### src/design/rsf_pkg.sv
`default_nettype none
package rsf_pkg;

  localparam logic [3:0] ADDR_SRC = 4'h0;
  localparam logic [3:0] ADDR_BFC = 4'h4;
  localparam logic [3:0] ADDR_IST = 4'h8;
  localparam logic [3:0] ADDR_IMK = 4'hC;

  localparam int BIT_POR = 7;
  localparam int BIT_PIN = 6;
  localparam int BIT_WDOG = 5;
  localparam int BIT_BADOP = 4;
  localparam int BIT_BADADR = 3;
  localparam int BIT_MON = 2;
  localparam int BIT_LVI = 1;
  localparam int BIT_BREAK_CLEAR_ENABLE = 7;

  localparam logic [7:0] SRC_RESET = 8'h80;
  localparam logic [7:0] BFC_RESET = 8'h00;
  localparam logic [7:0] IST_RESET = 8'h00;
  localparam logic [7:0] IMK_RESET = 8'h00;
  localparam logic [7:0] SRC_MASK = 8'hFE;

  // non-power-on reset causes, in register order (pin first)
  typedef struct packed {
    logic pin;
    logic wdog;
    logic bad_op;
    logic bad_addr;
    logic monitor;
    logic low_voltage_reset_flag;
  } rsf_src_t;

  typedef struct packed {
    logic [3:0] adr;
    logic we;
    logic [3:0] sel;
    logic [31:0] dat;
  } rsf_wb_req_t;

endpackage : rsf_pkg
`default_nettype wire

### src/design/rsf_reset_flags.sv
// How it works
// - flags register records which source caused the latest reset.
// - a read of the flags register clears all flags after data returns.
// - power-on sets its own flag and clears all the others.
// - other sources set only their own flag; flags accumulate until read.
// - several flags may be set together, e.g. power-on and low voltage.
// - external reset pin sets the pin flag; zero after power-on or read.
// - watchdog reset sets the watchdog flag; zero after power-on or read.
// - illegal opcode reset sets its flag; zero after power-on or read.
// - fetch from unimplemented address sets its flag; zero after power-on or read.
// - monitor entry on erased reset vector sets the monitor flag.
// - low-voltage inhibit reset sets its flag; zero after power-on or read.
// - break clear enable is software read/write; set allows break-time clears.
// - enable 1 lets status clear in break, 0 protects status.
// - break clear enable resets to zero, protecting status by default.
// - a bit cleared during break stays cleared after break ends.
// - with enable 0, a half-done two-step clear holds during break.
//
// The Wishbone register port and the address map are this design's own decisions.
`timescale 1ns/1ps
`default_nettype none

module rsf_reset_flags (
  input wire logic clk,
  input wire logic rst_n,
  input wire logic wb_cyc_i,
  input wire logic wb_stb_i,
  input wire logic wb_we_i,
  input wire logic [3:0] wb_adr_i,
  input wire logic [3:0] wb_sel_i,
  input wire logic [31:0] wb_dat_i,
  output logic [31:0] wb_dat_o,
  output logic wb_ack_o,
  input wire rsf_pkg::rsf_src_t reset_cause_i,
  input wire logic break_active_i,
  output logic status_clear_allow_o,
  output logic irq_o
);

  typedef struct packed {
    rsf_pkg::rsf_src_t src_s1;
    rsf_pkg::rsf_src_t src_s2;
    rsf_pkg::rsf_src_t src_prev;
    logic brk_s1;
    logic brk_s2;
    logic [7:0] flags;
    logic [7:0] bfc;
    logic [7:0] ist;
    logic [7:0] imk;
    logic ack;
    logic [31:0] dat;
    logic clr_allow;
    logic irq;
  } rsf_state_t;

  rsf_state_t state_reg;
  rsf_state_t state_next;

  // maps the cause struct onto register bit positions
  function automatic logic [7:0] src_to_bits(input rsf_pkg::rsf_src_t s);
    logic [7:0] b;
    b = 8'h00;
    b[rsf_pkg::BIT_PIN] = s.pin;
    b[rsf_pkg::BIT_WDOG] = s.wdog;
    b[rsf_pkg::BIT_BADOP] = s.bad_op;
    b[rsf_pkg::BIT_BADADR] = s.bad_addr;
    b[rsf_pkg::BIT_MON] = s.monitor;
    b[rsf_pkg::BIT_LVI] = s.low_voltage_reset_flag;
    return b;
  endfunction : src_to_bits

  function automatic logic [31:0] zext8(input logic [7:0] v);
    return {24'h000000, v};
  endfunction : zext8

  logic req;
  logic wr;
  logic rd;
  logic lane0;
  logic allow;
  logic [7:0] evt;
  logic [7:0] rd_byte;

  always_comb begin
    state_next = state_reg;
    req = wb_cyc_i && wb_stb_i && !state_reg.ack;
    wr = req && wb_we_i;
    rd = req && !wb_we_i;
    lane0 = wb_sel_i[0];
    // break gating: clears pass unless in break with enable low
    allow = !state_reg.brk_s2 || state_reg.bfc[rsf_pkg::BIT_BREAK_CLEAR_ENABLE];

    // cross cause and break levels in from the reset/debug logic
    state_next.src_s1 = reset_cause_i;
    state_next.src_s2 = state_reg.src_s1;
    state_next.src_prev = state_reg.src_s2;
    state_next.brk_s1 = break_active_i;
    state_next.brk_s2 = state_reg.brk_s1;

    // a cause counts once, on its rising edge, so a held level does not re-set
    evt = src_to_bits(state_reg.src_s2) & ~src_to_bits(state_reg.src_prev);

    rd_byte = 8'h00;
    case (wb_adr_i)
      rsf_pkg::ADDR_SRC: rd_byte = state_reg.flags;
      rsf_pkg::ADDR_BFC: rd_byte = state_reg.bfc;
      rsf_pkg::ADDR_IST: rd_byte = state_reg.ist;
      rsf_pkg::ADDR_IMK: rd_byte = state_reg.imk;
      default: rd_byte = 8'h00;
    endcase

    state_next.ack = req;
    if (rd) begin
      state_next.dat = zext8(rd_byte);
    end else begin
      state_next.dat = 32'h00000000;
    end

    // read data is latched with the old flags; clear applies behind it
    // a new cause landing in the same cycle as the clear still wins
    if (rd && wb_adr_i == rsf_pkg::ADDR_SRC && allow) begin
      state_next.flags = evt;
    end else begin
      state_next.flags = state_reg.flags | evt;
    end
    // pin, watchdog, opcode, address, monitor and lvi all enter through evt

    if (wr && lane0) begin
      case (wb_adr_i)
        rsf_pkg::ADDR_BFC: begin
          state_next.bfc = wb_dat_i[7:0] & 8'h80;
        end
        rsf_pkg::ADDR_IMK: begin
          state_next.imk = wb_dat_i[7:0] & rsf_pkg::SRC_MASK;
        end
        default: begin
          state_next.bfc = state_reg.bfc;
        end
      endcase
    end

    // sticky event bits, write one to clear, also guarded during break
    if (wr && lane0 && wb_adr_i == rsf_pkg::ADDR_IST && allow) begin
      state_next.ist = (state_reg.ist & ~wb_dat_i[7:0]) | evt;
    end else begin
      state_next.ist = state_reg.ist | evt;
    end

    state_next.clr_allow = allow;
    state_next.irq = |(state_next.ist & state_next.imk);
  end

  always_ff @(posedge clk) begin
    if (!rst_n) begin
      state_reg.src_s1 <= '0;
      state_reg.src_s2 <= '0;
      state_reg.src_prev <= '0;
      state_reg.brk_s1 <= 1'b0;
      state_reg.brk_s2 <= 1'b0;
      // this reset is the power-on reset of the always-on domain
      state_reg.flags <= rsf_pkg::SRC_RESET;
      state_reg.bfc <= rsf_pkg::BFC_RESET;
      state_reg.ist <= rsf_pkg::IST_RESET;
      state_reg.imk <= rsf_pkg::IMK_RESET;
      state_reg.ack <= 1'b0;
      state_reg.dat <= 32'h00000000;
      state_reg.clr_allow <= 1'b1;
      state_reg.irq <= 1'b0;
    end else begin
      state_reg <= state_next;
    end
  end

  assign wb_ack_o = state_reg.ack;
  assign wb_dat_o = state_reg.dat;
  assign status_clear_allow_o = state_reg.clr_allow;
  assign irq_o = state_reg.irq;

endmodule : rsf_reset_flags

`default_nettype wire

### config.mk
export PLATFORM = sky130hd
export DESIGN_NAME = rsf_reset_flags
export DESIGN_NICKNAME = d
export VERILOG_FILES = /design/src/design/rsf_pkg.sv /design/src/design/rsf_reset_flags.sv
export SDC_FILE = /design/constraint.sdc
export NUM_CORES = 1
export LEC_CHECK = 0
export BUFFER_PORTS_ARGS = -buffer_cell sky130_fd_sc_hd__buf_4
export CAP_MARGIN = 20
export CORE_UTILIZATION = 41
export DETAILED_ROUTE_END_ITERATION = 6
export GPL_TIMING_DRIVEN = 1
export HOLD_SLACK_MARGIN = 0.1
export PLACE_DENSITY = 0.76
export SLEW_MARGIN = 5
export SYNTH_ARGS = -nofsm -noshare
export SYNTH_HDL_FRONTEND = slang
export SYNTH_SLANG_ARGS = --single-unit
### constraint.sdc
create_clock -name clk -period 4.5 [get_ports clk]
set_clock_uncertainty 0.05 [all_clocks]
set_input_delay 0.675 -clock clk [delete_from_list [all_inputs] [get_ports clk]]
set_output_delay 0.675 -clock clk [all_outputs]
set_load 0.03 [all_outputs]
# After elaboration in Yosys (flattened, before gate mapping)
# Cells that the tools add are included.
# op_classes
n_reduce_logical	17
eq_ne	3
shift	0
bitwise_logic	8
div	0
mul	0
mux	5
magnitude_cmp	0
n_addsub	0
# op_table
op	n
2-to-1 mux 8 bit	4
one-hot mux 8 bit (4 select lines)	1
bitwise OR 8 bit	3
AND 8 bit	2
logical AND 1 bit	9
AND 7 x 8 -> 8 bit	1
== test 4 bit, second input constant	2
inverter 7 -> 8 bit	1
inverter 8 bit	1
OR reduction 8 bit	1
== test 4 x 3 -> 1 bit, second input constant	1
zero test 4 bit	1
AND reduction 2 bit	2
zero test 1 bit	3
logical OR 1 bit	1
# word_totals
out_inout_bits	35
ramBits	0
elab_cells	62
memories	0
latchBits	0
regBits	80
rom_bits	0

# Longest topological paths before layout
# logic_depth
word_depth	9
ltp_mapped	5

# Worst setup path before layout
# No wires, ideal clock.
# synth_path
path_type	input to register
start	input port wb_adr_i[1]
end	register state_reg (netlist bit irq_o)
stages	5
n_path_buf	0
slack_ns	2.118
setup_ns	0.143
arrival_ns	2.189
path_cell_list	or3b_1 -> nor3_4 -> mux2_2 -> a222oi_1 -> a41oi_1
# synth_between
elab_chain_cells	6
elab_cells_between_ends	9
classes_between	eq/ne: 2; mux: 3; bitwise: 1; reduce/logical: 3
# synth_lines
item	line_no	source
start: declaration	rsf_reset_flags.sv:29	input wire logic [3:0] wb_adr_i,
== test 4 bit	rsf_reset_flags.sv:143	if (wr && lane0 && wb_adr_i == rsf_pkg::ADDR_IST && allow) begin
logical AND 1 bit (2 in a row)	rsf_reset_flags.sv:143	
2-to-1 mux 8 bit	rsf_reset_flags.sv:143	
AND 8 bit *	rsf_reset_flags.sv:150	state_next.irq = |(state_next.ist & state_next.imk);
OR reduction 8 bit *	rsf_reset_flags.sv:150	
end signal: assignment	rsf_reset_flags.sv:170	state_reg <= state_next;
end: declaration	rsf_reset_flags.sv:56	rsf_state_t state_reg;
# Mark *: on every way between the ends. The rest lies on a longest branch, timed or not.
# A chain may end at the register's enable or synchronous reset.

# Worst setup path after layout
# layout_path
start	input port wb_adr_i[3]
end	register state_reg (netlist bit irq_o)
# Same word-level chain as after synthesis.

==> flow_summary.ini <==
[run_status]
status = completed

[synthesis]
yosys-top-cells-area = dfxtp_1, buf_4, and2_1, mux2_2, nor2_1
synthAdderAreaFrac = 0
synth_top_family_by_area = simple AND/OR/NAND/NOR gates
synth_mux_area_frac = 0.0825
syn-mean-instance-area_um2 = 9.89
ys_warn_count = 0
async_flop_share = 0
synth-xor-area-share = 0
synth_most_common_cell = dfxtp_1
synth_cells = 227
synth_top_area_cell = dfxtp_1
syn_area_um2 = 2250
synth_compound_area_frac = 0.0830
synth_enable_flop_cells = 0
ys_ff_latch = 55
netlist-cell-type-count = 36
ys_seq_area_frac = 0.490
synthTopCellsByCount = dfxtp_1, buf_4, and2_1
synthFlopType = dfxtp_1
synth_simple_gate_area_frac = 0.224
yosys.area.top_type_share = 0.490

[global_route]
grt_pass1_vias = 1312
grt_max_degree = 35
antenna_found_initial = 0
grt_remaining_overflow = 0
track_usage = 0.130
grt_pass1_wl_mm = 5.98

[worst_setup_path]
r2r_cells = 5
reg2reg_to = irq_o$_SDFF_PN0_
crit_path_start_kind = input pin
cp_data_arrival_time_ps = 2590
crit_path_max_fanout = 13
path_class = input pin to flop
required_ps = 4610
r2r_slack_ps = 2250
reg2reg_from = state_reg[67]$_SDFF_PN0_
end_kind = flop

[sta]
fin_crit_sh = 0.552
slew-limit-headroom = 0.408
fin_hold_ws_ps = 392
rsz0062_at_grt = no
hold_viol_final = 0
period_minus_slack_ps = 2480
fmax_ghz = 0.403
fin_tns_setup_ps = 0
setup_viol = 0
slew_violations = 0
worstMarginPinSlew_ps = 881
timing.final.ws_setup_ps = 2020

[hold_path]
hold_start = state_next[79]$_SDFF_PN0_
hold_depth = 1
min_to = state_next[73]$_SDFF_PN0_
hold_path.class = flop to flop

[clocking]
clkTransAtPathRegs_ps = 90
numClockSinks = 55
cts-root-buf = clkbuf_8
cts_hold_buf = 0
clockBufferDepth = 2
cts_made_buffers = 5
cts_tree = built
cts_setup_buffers = 0
cts-resized-gates = 0
clock_latency_ps = 300
h-tree-depth = 2

[final_layout]
final_util = 0.488
final_nets = 306
syn_to_final_growth_pct = 13.0
drive_gt1_frac = 0.227
num_antenna_cells = 0
multi_input_comb_area_um2 = 965
fillers = 518
largest_reg_flops = 31
seq_area_um2 = 1100

[floorplanning]
start_util = 0.431
num_rows = 26
core_area_um2 = 5200
io_pins = 87
die_h_um = 76.0
die_w_um = 76.0
die-area_um2 = 5780

[placed_design]
io_buffers = 35
gp_congestion = 0.791
hpwl_mm = 2.65
post-place-ws_ps = 1650

[detailed_routing]
drt-initial-drc-count = 99
postRouteAntennaNets = 0
drc = 0
post_drt_wl_per_cell_um = 11.4
via_per_inst = 4.51
drt-pass1-iter-count = 4
vias = 1465
wirelength_mm = 3.70

[power]
leakage_nw = 1.06
power_density_nw_per_um2 = 364
peakVddDrop_mv = 0.213

[run]
cap_violations = 0
critical path: stages:
cell      delay, ps
buf_4           160
or3b_1          400
nor3_4          420
mux2_2          410
a222oi_1        340
a41oi_1         180
area by class of cell:
cell class	count	area share
clock buffer	6	0.0325
clock inverter	2	0.0138
inverter	1	0.00148
multi-input combinational	156	0.380
sequential	55	0.434
tap	70	0.0345
timing repair buffer	35	0.104
worst max-delay path by stage:
stage	startpoint	end	slack [ps]	depth (start not counted)
after detailed placement	wb_adr_i[3]	irq_o$_SDFF_PN0_	1650	6
after global routing	wb_adr_i[3]	irq_o$_SDFF_PN0_	1900	6
after global placement	wb_adr_i[3]	irq_o$_SDFF_PN0_	1660	6
after floorplan	wb_adr_i[1]	irq_o$_SDFF_PN0_	2120	5
after CTS	wb_adr_i[3]	irq_o$_SDFF_PN0_	1970	6
final	wb_adr_i[3]	irq_o$_SDFF_PN0_	2020	6
stage by stage:
step / std cells / instance area [µm²] / total power [mW]
after floorplan: 250 / 2330 / 0.593
after global placement: 317 / 2420 / 0.603
after detailed placement: 317 / 2420 / 0.606
after CTS: 325 / 2540 / 0.933
after global routing: 325 / 2540 / 0.962
final: 325 / 2540 / 0.923
cells in the final DEF (no fill, tap or decap), types with 2 or more instances in the layout:
cell type / count
a21oi_1: 10
mux2_2: 10
and2_1: 28
nand2_1: 12
nand2b_1: 7
nand3b_1: 2
nor2_1: 17
a31oi_1: 4
dfxtp_1: 55
a22oi_1: 6
nor3_1: 3
mux2i_1: 5
conb_1: 24
buf_4: 35
clkbuf_8: 6
nor2b_1: 9
report_power, final:
group	switching [mW]	leakage [nW]	total [mW]	internal [mW]
Clock	0.148	0.0612	0.329	0.180
Combinational	0.0573	0.547	0.0893	0.0321
Sequential	0.00495	0.449	0.505	0.500
cells by family (layout without fill, tap and decap cells):
logic type / after synthesis / count (layout)
flip-flops: 55 / 55
other: 1 / 24
AND/OR/NAND/NOR: 88 / 88
multiplexers: 16 / 16
buffers and inverters: 39 / 44
AO/OA/AOI/OAI: 28 / 28
per-layer routing:
metal  vias up  share of wire  global-route usage
li1        757              -                   -
met1       663           0.47               0.166
met2        41           0.47               0.212
met3         4          0.043              0.0371
met4         0          0.011              0.0462
met5         -              0                   0
Note: power is estimated with default switching activity, not from simulation.
